$ cat src/common/spd_pkg.sv
// Constants, register map and carrier types of the speed and direction pulse encoder
// Overview of operation
// - After power-on, first valid direction pulse within four target cycles of steady rotation.
// - Running mode ignores oscillation: one cycle (high immunity) or 0.12 cycle (low).
// - Channel one is element one minus two, channel two is two minus three.
// - Track positive and negative peaks per channel, derive adaptive switch thresholds.
// - Output edge launched only when the differential field crosses a threshold.
// - Exactly one output pulse per pole pair or tooth-and-gap pair; the code gives none for a trigger during a running pulse or while blanking.
// - Pulse rate carries speed, pulse width carries direction; receiver decodes both.
// - Feature moving lead one to lead two gives forward width, else reverse width.
// - Reverse orientation option swaps the direction sense.
// - Intermediate option in high-speed mode uses high-speed width for both directions.
// - Operate threshold near 75 percent, release near 25 percent of peak-to-peak.
// - Narrow widths: forward 45 us, reverse 90 us, non-direction 180 us.
// - Intermediate option drops direction above the high-speed frequency limit.
`default_nettype none
package spd_pkg;
  localparam int CLK_PERIOD_NS = 10;
  localparam int FWD_WIDTH_US  = 45;
  localparam int REV_WIDTH_US  = 90;
  localparam int ND_WIDTH_US   = 180;
  localparam int HS_WIDTH_US   = 30;
  localparam int FWD_CYCLES    = FWD_WIDTH_US * 1000 / CLK_PERIOD_NS;
  localparam int REV_CYCLES    = REV_WIDTH_US * 1000 / CLK_PERIOD_NS;
  localparam int ND_CYCLES     = ND_WIDTH_US * 1000 / CLK_PERIOD_NS;
  localparam int HS_CYCLES     = HS_WIDTH_US * 1000 / CLK_PERIOD_NS;

  localparam int SMP_W  = 12;
  localparam int DIFF_W = 13;
  localparam int TH_W   = 15;
  localparam int TMR_W  = 16;
  localparam int PER_W  = 20;

  localparam logic [TH_W-1:0]  SPAN_MIN         = 15'h0020;
  localparam logic [PER_W-1:0] HS_LIMIT_RESET   = 20'h0208D;
  localparam logic [PER_W-1:0] PER_MAX          = 20'hFFFFF;
  localparam logic [1:0]       CONFIRM_HIGH_VIB = 2'h2;
  localparam logic [1:0]       CONFIRM_LOW_VIB  = 2'h1;

  localparam logic [7:0] OFS_CTRL    = 8'h00;
  localparam logic [7:0] OFS_HSLIMIT = 8'h04;
  localparam logic [7:0] OFS_STATUS  = 8'h08;
  localparam logic [7:0] OFS_PULSES  = 8'h0C;

  localparam logic [1:0] RESP_OKAY   = 2'h0;
  localparam logic [1:0] RESP_DECERR = 2'h3;

  typedef struct packed {
    logic                    valid;
    logic signed [SMP_W-1:0] senseElementOne;
    logic signed [SMP_W-1:0] senseElementTwo;
    logic signed [SMP_W-1:0] senseElementThree;
  } spd_sample_t;

  typedef struct packed {
    logic highVib;
    logic midWidth;
    logic revOrient;
    logic enable;
  } spd_ctrl_t;

  localparam spd_ctrl_t CTRL_RESET = 4'h1;
endpackage : spd_pkg
`default_nettype wire

$ cat src/rtl/spd_channel.sv
// One differential channel: peak tracking, adaptive thresholds, hysteretic switching
`timescale 1ns/1ps
`default_nettype none
module spd_channel import spd_pkg::*; (
  input  wire logic                     mclk,
  input  wire logic                     rstn,
  input  wire logic                     smpValid,
  input  wire logic signed [DIFF_W-1:0] differentialField,
  output var  logic                     level,
  output var  logic                     rise,
  output var  logic                     fall,
  output var  logic                     ready
);
  logic signed [TH_W-1:0] diffX, peakMax, peakMin, runMax, runMin;
  logic signed [TH_W-1:0] span, quarter, operateThreshold, releaseThreshold;
  logic                   seenRise;

  assign diffX            = TH_W'(differentialField);
  assign span             = peakMax - peakMin;
  assign quarter          = span >>> 2;
  assign operateThreshold = peakMin + span - quarter;
  assign releaseThreshold = peakMin + quarter;

  // Small spans are noise; no switching until the signal is large enough
  logic canSwitch;
  assign canSwitch = smpValid && (span >= $signed(SPAN_MIN));

  always_ff @(posedge mclk or negedge rstn) begin
    if (!rstn) begin
      level <= 1'b0;
      rise  <= 1'b0;
      fall  <= 1'b0;
    end else begin
      rise <= 1'b0;
      fall <= 1'b0;
      if (canSwitch && !level && diffX > operateThreshold) begin
        level <= 1'b1;
        rise  <= 1'b1;
      end else if (canSwitch && level && diffX < releaseThreshold) begin
        level <= 1'b0;
        fall  <= 1'b1;
      end
    end
  end

  // Peaks widen at once, and are re-committed from the last half cycle at each switch
  always_ff @(posedge mclk or negedge rstn) begin
    if (!rstn) begin
      peakMax <= '0;
      peakMin <= '0;
      runMax  <= '0;
      runMin  <= '0;
    end else if (smpValid) begin
      if (rise) begin
        peakMin <= runMin;
        runMax  <= diffX;
      end else if (fall) begin
        peakMax <= runMax;
        runMin  <= diffX;
      end else begin
        if (diffX > peakMax) peakMax <= diffX;
        if (diffX < peakMin) peakMin <= diffX;
        if (diffX > runMax) runMax <= diffX;
        if (diffX < runMin) runMin <= diffX;
      end
    end
  end

  always_ff @(posedge mclk or negedge rstn) begin
    if (!rstn) begin
      seenRise <= 1'b0;
      ready    <= 1'b0;
    end else begin
      if (rise) seenRise <= 1'b1;
      if (fall && seenRise) ready <= 1'b1;
    end
  end
endmodule : spd_channel
`default_nettype wire

$ cat src/rtl/spd_encoder.sv
// Speed and direction pulse encoder core with AXI4-Lite control registers
//
// Our own choices: the AXI4-Lite interface to the registers and the register offsets.
`timescale 1ns/1ps
`default_nettype none
module spd_encoder import spd_pkg::*; #(
  parameter int FWD_CYC = FWD_CYCLES,
  parameter int REV_CYC = REV_CYCLES,
  parameter int ND_CYC  = ND_CYCLES,
  parameter int HS_CYC  = HS_CYCLES
) (
  input  wire logic        mclk,
  input  wire logic        rstn,
  input  wire spd_sample_t sample,
  output var  logic        pulseOut,
  input  wire logic [7:0]  s_axi_awaddr,
  input  wire logic        s_axi_awvalid,
  output var  logic        s_axi_awready,
  input  wire logic [31:0] s_axi_wdata,
  input  wire logic [3:0]  s_axi_wstrb,
  input  wire logic        s_axi_wvalid,
  output var  logic        s_axi_wready,
  output var  logic [1:0]  s_axi_bresp,
  output var  logic        s_axi_bvalid,
  input  wire logic        s_axi_bready,
  input  wire logic [7:0]  s_axi_araddr,
  input  wire logic        s_axi_arvalid,
  output var  logic        s_axi_arready,
  output var  logic [31:0] s_axi_rdata,
  output var  logic [1:0]  s_axi_rresp,
  output var  logic        s_axi_rvalid,
  input  wire logic        s_axi_rready
);
  spd_ctrl_t          ctrl;
  logic [PER_W-1:0]   hsLimit;
  logic [31:0]        pulseCount;
  logic [7:0]         awAddr;
  logic [31:0]        wData;
  logic [3:0]         wStrb;
  logic               awHeld, wHeld;

  // Differential channels
  logic signed [DIFF_W-1:0] chDiff [2];
  logic [1:0] chLevel, chRise, chFall, chReady;

  assign chDiff[0] = DIFF_W'(sample.senseElementOne) - DIFF_W'(sample.senseElementTwo);
  assign chDiff[1] = DIFF_W'(sample.senseElementTwo) - DIFF_W'(sample.senseElementThree);

  // Each channel is evaluated on its own
  for (genvar c = 0; c < 2; c++) begin : gChan
    spd_channel uChan (
      .mclk              (mclk),
      .rstn              (rstn),
      .smpValid          (sample.valid),
      .differentialField (chDiff[c]),
      .level             (chLevel[c]),
      .rise              (chRise[c]),
      .fall              (chFall[c]),
      .ready             (chReady[c])
    );
  end

  // Edge processing: one trigger per channel-one rising crossing, so one per target cycle
  logic             procEdge, dirNow, dirFlip, launch, dirValid, useHs;
  logic             havePrev, lastDir, calibrated, hsMode, blanking;
  logic [1:0]       confirm;
  logic [PER_W-1:0] periodCnt;
  logic [TMR_W-1:0] pulseTimer, selWidth, curWidth;
  logic             curFwd;

  assign procEdge = chRise[0] && ctrl.enable && (&chReady);
  // Channel one leads when a feature runs lead one to lead two, so channel two is still low
  assign dirNow   = ~chLevel[1] ^ ctrl.revOrient;
  assign dirFlip  = procEdge && havePrev && (dirNow != lastDir);
  assign dirValid = havePrev && !dirFlip;
  assign launch   = procEdge && (!havePrev || (dirValid && confirm == 2'h0));
  assign useHs    = ctrl.midWidth && hsMode;

  always_comb begin
    if (useHs) begin
      selWidth = TMR_W'(HS_CYC);
    end else if (!havePrev) begin
      selWidth = TMR_W'(ND_CYC);
    end else if (dirNow) begin
      selWidth = TMR_W'(FWD_CYC);
    end else begin
      selWidth = TMR_W'(REV_CYC);
    end
  end

  // Period between triggers decides high-speed mode
  always_ff @(posedge mclk or negedge rstn) begin
    if (!rstn) begin
      periodCnt <= PER_MAX;
      hsMode    <= 1'b0;
    end else if (procEdge) begin
      periodCnt <= '0;
      hsMode    <= periodCnt < hsLimit;
    end else if (periodCnt != PER_MAX) begin
      periodCnt <= periodCnt + 1'b1;
    end
  end

  // Direction tracking and vibration blanking
  always_ff @(posedge mclk or negedge rstn) begin
    if (!rstn) begin
      havePrev   <= 1'b0;
      lastDir    <= 1'b0;
      confirm    <= '0;
      calibrated <= 1'b0;
    end else if (!ctrl.enable) begin
      havePrev   <= 1'b0;
      confirm    <= '0;
      calibrated <= 1'b0;
    end else if (procEdge) begin
      havePrev <= 1'b1;
      lastDir  <= dirNow;
      if (dirFlip) begin
        // High immunity waits a full extra cycle before trusting the new direction
        confirm <= ctrl.highVib ? CONFIRM_HIGH_VIB : CONFIRM_LOW_VIB;
      end else if (havePrev && confirm != 2'h0) begin
        confirm <= confirm - 1'b1;
      end
      if (launch && havePrev) calibrated <= 1'b1;
    end
  end

  assign blanking = confirm != 2'h0;

  // Pulse timer; a trigger during a running pulse is dropped to keep widths readable
  always_ff @(posedge mclk or negedge rstn) begin
    if (!rstn) begin
      pulseOut   <= 1'b0;
      pulseTimer <= '0;
      curWidth   <= '0;
      curFwd     <= 1'b0;
    end else if (launch && !pulseOut) begin
      pulseOut   <= 1'b1;
      pulseTimer <= selWidth;
      curWidth   <= selWidth;
      curFwd     <= dirNow;
    end else if (pulseOut) begin
      pulseTimer <= pulseTimer - 1'b1;
      if (pulseTimer == TMR_W'(1)) pulseOut <= 1'b0;
    end
  end

  always_ff @(posedge mclk or negedge rstn) begin
    if (!rstn) begin
      pulseCount <= '0;
    end else if (launch && !pulseOut) begin
      pulseCount <= pulseCount + 1'b1;
    end
  end

  // AXI4-Lite write path: address and data taken in either order
  logic wrHit;
  assign wrHit = awAddr == OFS_CTRL || awAddr == OFS_HSLIMIT;

  always_ff @(posedge mclk or negedge rstn) begin
    if (!rstn) begin
      s_axi_awready <= 1'b1;
      s_axi_wready  <= 1'b1;
      s_axi_bvalid  <= 1'b0;
      s_axi_bresp   <= RESP_OKAY;
      awHeld        <= 1'b0;
      wHeld         <= 1'b0;
      awAddr        <= '0;
      wData         <= '0;
      wStrb         <= '0;
    end else begin
      if (s_axi_awvalid && s_axi_awready) begin
        awAddr        <= s_axi_awaddr;
        awHeld        <= 1'b1;
        s_axi_awready <= 1'b0;
      end
      if (s_axi_wvalid && s_axi_wready) begin
        wData        <= s_axi_wdata;
        wStrb        <= s_axi_wstrb;
        wHeld        <= 1'b1;
        s_axi_wready <= 1'b0;
      end
      if (awHeld && wHeld && !s_axi_bvalid) begin
        s_axi_bvalid <= 1'b1;
        s_axi_bresp  <= wrHit ? RESP_OKAY : RESP_DECERR;
      end
      if (s_axi_bvalid && s_axi_bready) begin
        s_axi_bvalid  <= 1'b0;
        awHeld        <= 1'b0;
        wHeld         <= 1'b0;
        s_axi_awready <= 1'b1;
        s_axi_wready  <= 1'b1;
      end
    end
  end

  logic doWrite;
  assign doWrite = awHeld && wHeld && !s_axi_bvalid;

  always_ff @(posedge mclk or negedge rstn) begin
    if (!rstn) begin
      ctrl    <= CTRL_RESET;
      hsLimit <= HS_LIMIT_RESET;
    end else if (doWrite) begin
      if (awAddr == OFS_CTRL && wStrb[0]) ctrl <= spd_ctrl_t'(wData[3:0]);
      if (awAddr == OFS_HSLIMIT) begin
        if (wStrb[0]) hsLimit[7:0]   <= wData[7:0];
        if (wStrb[1]) hsLimit[15:8]  <= wData[15:8];
        if (wStrb[2]) hsLimit[19:16] <= wData[19:16];
      end
    end
  end

  // AXI4-Lite read path
  logic [31:0] rdMux;
  logic        rdHit;

  always_comb begin
    rdHit = 1'b1;
    case (s_axi_araddr)
      OFS_CTRL:    rdMux = {28'h0, ctrl};
      OFS_HSLIMIT: rdMux = {12'h0, hsLimit};
      OFS_STATUS:  rdMux = {26'h0, chReady[1], blanking, pulseOut, hsMode, lastDir, calibrated};
      OFS_PULSES:  rdMux = pulseCount;
      default: begin
        rdMux = '0;
        rdHit = 1'b0;
      end
    endcase
  end

  always_ff @(posedge mclk or negedge rstn) begin
    if (!rstn) begin
      s_axi_arready <= 1'b1;
      s_axi_rvalid  <= 1'b0;
      s_axi_rdata   <= '0;
      s_axi_rresp   <= RESP_OKAY;
    end else if (s_axi_arvalid && s_axi_arready) begin
      s_axi_arready <= 1'b0;
      s_axi_rvalid  <= 1'b1;
      s_axi_rdata   <= rdMux;
      s_axi_rresp   <= rdHit ? RESP_OKAY : RESP_DECERR;
    end else if (s_axi_rvalid && s_axi_rready) begin
      s_axi_rvalid  <= 1'b0;
      s_axi_arready <= 1'b1;
    end
  end

  // Helper: triggers seen since both channels became ready without a valid pulse
  logic [3:0] calEdges;
  always_ff @(posedge mclk or negedge rstn) begin
    if (!rstn) begin
      calEdges <= '0;
    end else if (calibrated || !ctrl.enable) begin
      calEdges <= '0;
    end else if (procEdge && !dirFlip && calEdges != 4'hF) begin
      calEdges <= calEdges + 1'b1;
    end
  end
endmodule : spd_encoder
`default_nettype wire

$ cat config.mk
export PLATFORM = sky130hd
export DESIGN_NAME = spd_encoder
export DESIGN_NICKNAME = d
export VERILOG_FILES = /design/src/common/spd_pkg.sv /design/src/rtl/spd_channel.sv /design/src/rtl/spd_encoder.sv
export SDC_FILE = /design/constraint.sdc
export NUM_CORES = 1
export LEC_CHECK = 0
export ABC_AREA = 1
export BUFFER_PORTS_ARGS = -buffer_cell sky130_fd_sc_hd__buf_4
export CAP_MARGIN = 30
export CORE_MARGIN = 5
export CORE_UTILIZATION = 50
export DETAILED_ROUTE_END_ITERATION = 7
export PLACE_DENSITY = 0.7
export SLEW_MARGIN = 25
export SYNTH_ARGS = -nofsm -noshare
export SYNTH_HDL_FRONTEND = slang
export SYNTH_SLANG_ARGS = --single-unit
$ cat constraint.sdc
create_clock -name mclk -period 4.55 [get_ports mclk]
set_input_delay 0.91 -clock mclk [delete_from_list [all_inputs] [get_ports mclk]]
set_output_delay 0.91 -clock mclk [all_outputs]
set_load 0.02 [all_outputs]
==> out/summary.txt <==
Drt pass-1 iters - 6
Most used cell, CP - nand2_1
Clk slew on worst S/H paths - 0.06 ns
Initial antenna violation count - 1
Synth Area per Inst - 7.26 sq um
Detail Route Antenna Nets - 0
Post-synth EDFFs - 0
CP startpoint kind - register
Worst EP arrival - 5.05 ns
Period utilization - 100%
Fin crit period - 4.57 ns
Layout cell share with drive strength beyond 1 - 20.3%
CTS root buf - clkbuf_16
Post-synthesis sequential area ratio - 30.2%
Max stage delay cell, worst path - fa_1
Yosys cell types - 59
Via count - 23,226
CTS Buffer Depth - 3
Placed Area - 27,700 sq um
Initial drt markers - 1,634
Crit Path Class - reg2reg
Largest net degree at the start of global routing - 116
Core area - 46,800 sq um
Area of the die - 51,900 sq um
# rows - 79
Fin Clk Skew - 0.0289 ns
Hold Slack - 0.377 ns
Final #Nets - 4,126
Syn_nets - 3,685
Max-cap viol count - 0
Max-slew violation count - 0
Top_reg_cell synth - dfrtp_1
Final hold vios - 0
Synthesized area - 23,700 sq um
Setup slack after layout - -0.0174 ns
RSZ-0062 raised after global routing - yes
R2r setup slk - -0.02 ns
Clk sinks - 285
Setup violators final - 1
Synth Instances - 3,265
Total CTS buffers - 35
P&R area growth vs syn - 26.3%
Seq cells post-synth - 285
Drt via density - 5.35
Placer Congestion - 0.921
Worst-margin pin slew - 1.01 ns
WL/cell - 16.3 um
Hold crit path type - in2async
Fmax - 219 MHz
IO Count - 138
Die Span Y - 228 um
TritonCTS clock tree - built
Final Cell Area - 30,000 sq um
Initial Utilization - 50.7%
Async SR Flop Fraction - 100%
GR Util All Layers - 26.2%
Relative slew slack - 33.0%
Grt ovf - 0
IO buf count - 124
Final wirelength - 70.6 mm
H-tree depth - 2
DIE WIDTH - 228 um
Worst-skew pair later-pin latency - 0.55 ns
Outcome - complete, but fails checks
Setup_tns - -0.0174 ns
Failing checks - negative setup slack
Req. time, crit path - 5.03 ns
CP Max Fanout - 4
Slowest stage delay, CP - 0.50 ns
First-pass GRT wire length - 114 mm
Crit end category - register
Synth warn - 0
Drt drc - 0
Diodes inserted - 0
Cts hold-fix bufs - 0
DPL Wire Length - 55.9 mm
Vias in the first global route - 22,970
## repair_timing
| item | 4_1_cts | 5_1_grt |
|---|---|---|
| resized for setup | 84 | 125 |
| pin swaps | 35 | 84 |
| hold endpoints to repair | 0 | 0 |
| endpoints found under the setup margin | 6 | 19 |
| buffers inserted | 6 | 13 |
## sequential cells by signal (all words and copies together), names as in the netlist, 2 cells and up
name,count
gChan.uChan.rise,2
s_axi_rdata,32
confirm,2
hsLimit,20
wStrb,3
gChan.uChan.ready,2
periodCnt,20
gChan.uChan.peakMax,26
gChan.uChan.runMax,26
pulseTimer,16
pulseCount,32
ctrl,4
gChan.uChan.runMin,26
wData,20
gChan.uChan.seenRise,2
gChan.uChan.level,2
gChan.uChan.fall,2
awAddr,8
gChan.uChan.peakMin,26
## cell families after synthesis
family	Yosys count	synth area share (%)
xor+xnor	119	4.39
simple gates	1377	24.5
buf+inv	592	9.51
flops	285	30.2
fa+ha+maj	324	17.9
compound gates	568	13.4
## synthesized netlist by cell type (14+ instances only)
cell type	count	share of area (%)
nor4_1	17	0.45
nand3_1	169	3.6
xnor2_1	24	0.89
a21oi_1	203	4.3
nor3_1	54	1.1
o22ai_1	19	0.50
o31ai_1	17	0.54
ha_1	298	16
dfrtp_1	256	27
nand4_1	44	1.2
nand3b_1	14	0.44
nor2_1	161	2.5
xor2_1	95	3.5
o21ai_1	14	0.30
o21bai_1	18	0.57
inv_1	530	8.4
clkbuf_1	40	0.63
nand2_1	883	14
fa_1	26	2.2
a31oi_1	16	0.42
dfstp_2	29	3.2
o21ai_0	217	4.6
## worst paths after layout
kind,from,cells past startpoint,to
setup / recovery,gChan[1].uChan.peakMin[0],29,gChan[1].uChan.level
hold / removal,rstn,1,wStrb[2]
setup reg to reg,gChan[1].uChan.peakMin[0],29,gChan[1].uChan.level
hold reg to reg,gChan[0].uChan.seenRise,1,gChan[0].uChan.ready
max in group asynchronous,rstn,2,gChan[0].uChan.runMax[5]
min in group mclk,gChan[0].uChan.seenRise,1,gChan[0].uChan.ready
## layout make-up
cell class,instances,area [sq um]
fillers,4068,16800
clock inverters,14,179
multi-input cells,2388,15300
well taps,607,759
clock buffers,48,975
inverters,535,2010
repair buffers,461,3600
flip-flops and latches,285,7170
## metal layers
| metal | up-vias | track usage [%] | share of wire [%] |
|---|---|---|---|
| li1 | 11572 | - | - |
| met1 | 10935 | 33.7 | 44 |
| met2 | 547 | 45.7 | 48 |
| met3 | 170 | 2.91 | 3.9 |
| met4 | 2 | 9.78 | 4.1 |
| met5 | - | 0 | 0.018 |
## layout by cell type (no fill, tap or decap), types with 8 or more instances in the layout
master,synthesis,layout
buf_4,4,448
nand4_1,44,44
a21oi_2,0,22
nor2_2,1,14
o211ai_1,11,11
o21ai_2,8,13
nor3_1,54,48
buf_12,0,10
ha_1,298,260
a21oi_1,203,180
nand2_1,883,851
o21a_1,13,13
nand2_2,2,29
inv_1,530,512
o21ai_1,14,22
dfstp_2,29,29
o21ai_0,217,204
a31oi_1,16,12
inv_2,0,18
clkbuf_16,0,35
o22ai_1,19,19
o31ai_1,17,17
nand3_1,169,154
ha_4,0,32
dfrtp_1,256,256
o21bai_1,18,15
nand3_2,5,19
nand3b_1,14,14
clkbuf_1,40,8
xnor2_1,24,22
nor4_1,17,13
xor2_1,95,89
or2_2,9,9
nor2_1,161,148
fa_1,26,23
## worst max-delay path: cells and delay by family (launching register included)
kind | cells | cell delay [ns]
XOR/XNOR | 2 | 0.33
AO/OA/AOI/OAI | 4 | 0.45
AND/OR/NAND/NOR | 13 | 1.25
buffers and inverters | 5 | 0.38
adder cells (fa/ha/maj) | 5 | 1.67
flip-flops | 1 | 0.41
## per-stage QoR
step	instances	worst slack (ns)	utilization [%]
finish	4338	-0.0174	64.1
detailed placement	4258	-0.394	59.2
global placement	4257	-0.287	59.2
floorplan	3265	0.0597	-
global route	4338	-0.305	64.1
CTS	4326	-0.0188	62.6
Power is not shown: default switching activity piles up to over one toggle a cycle in this logic, so the estimate is an artifact.
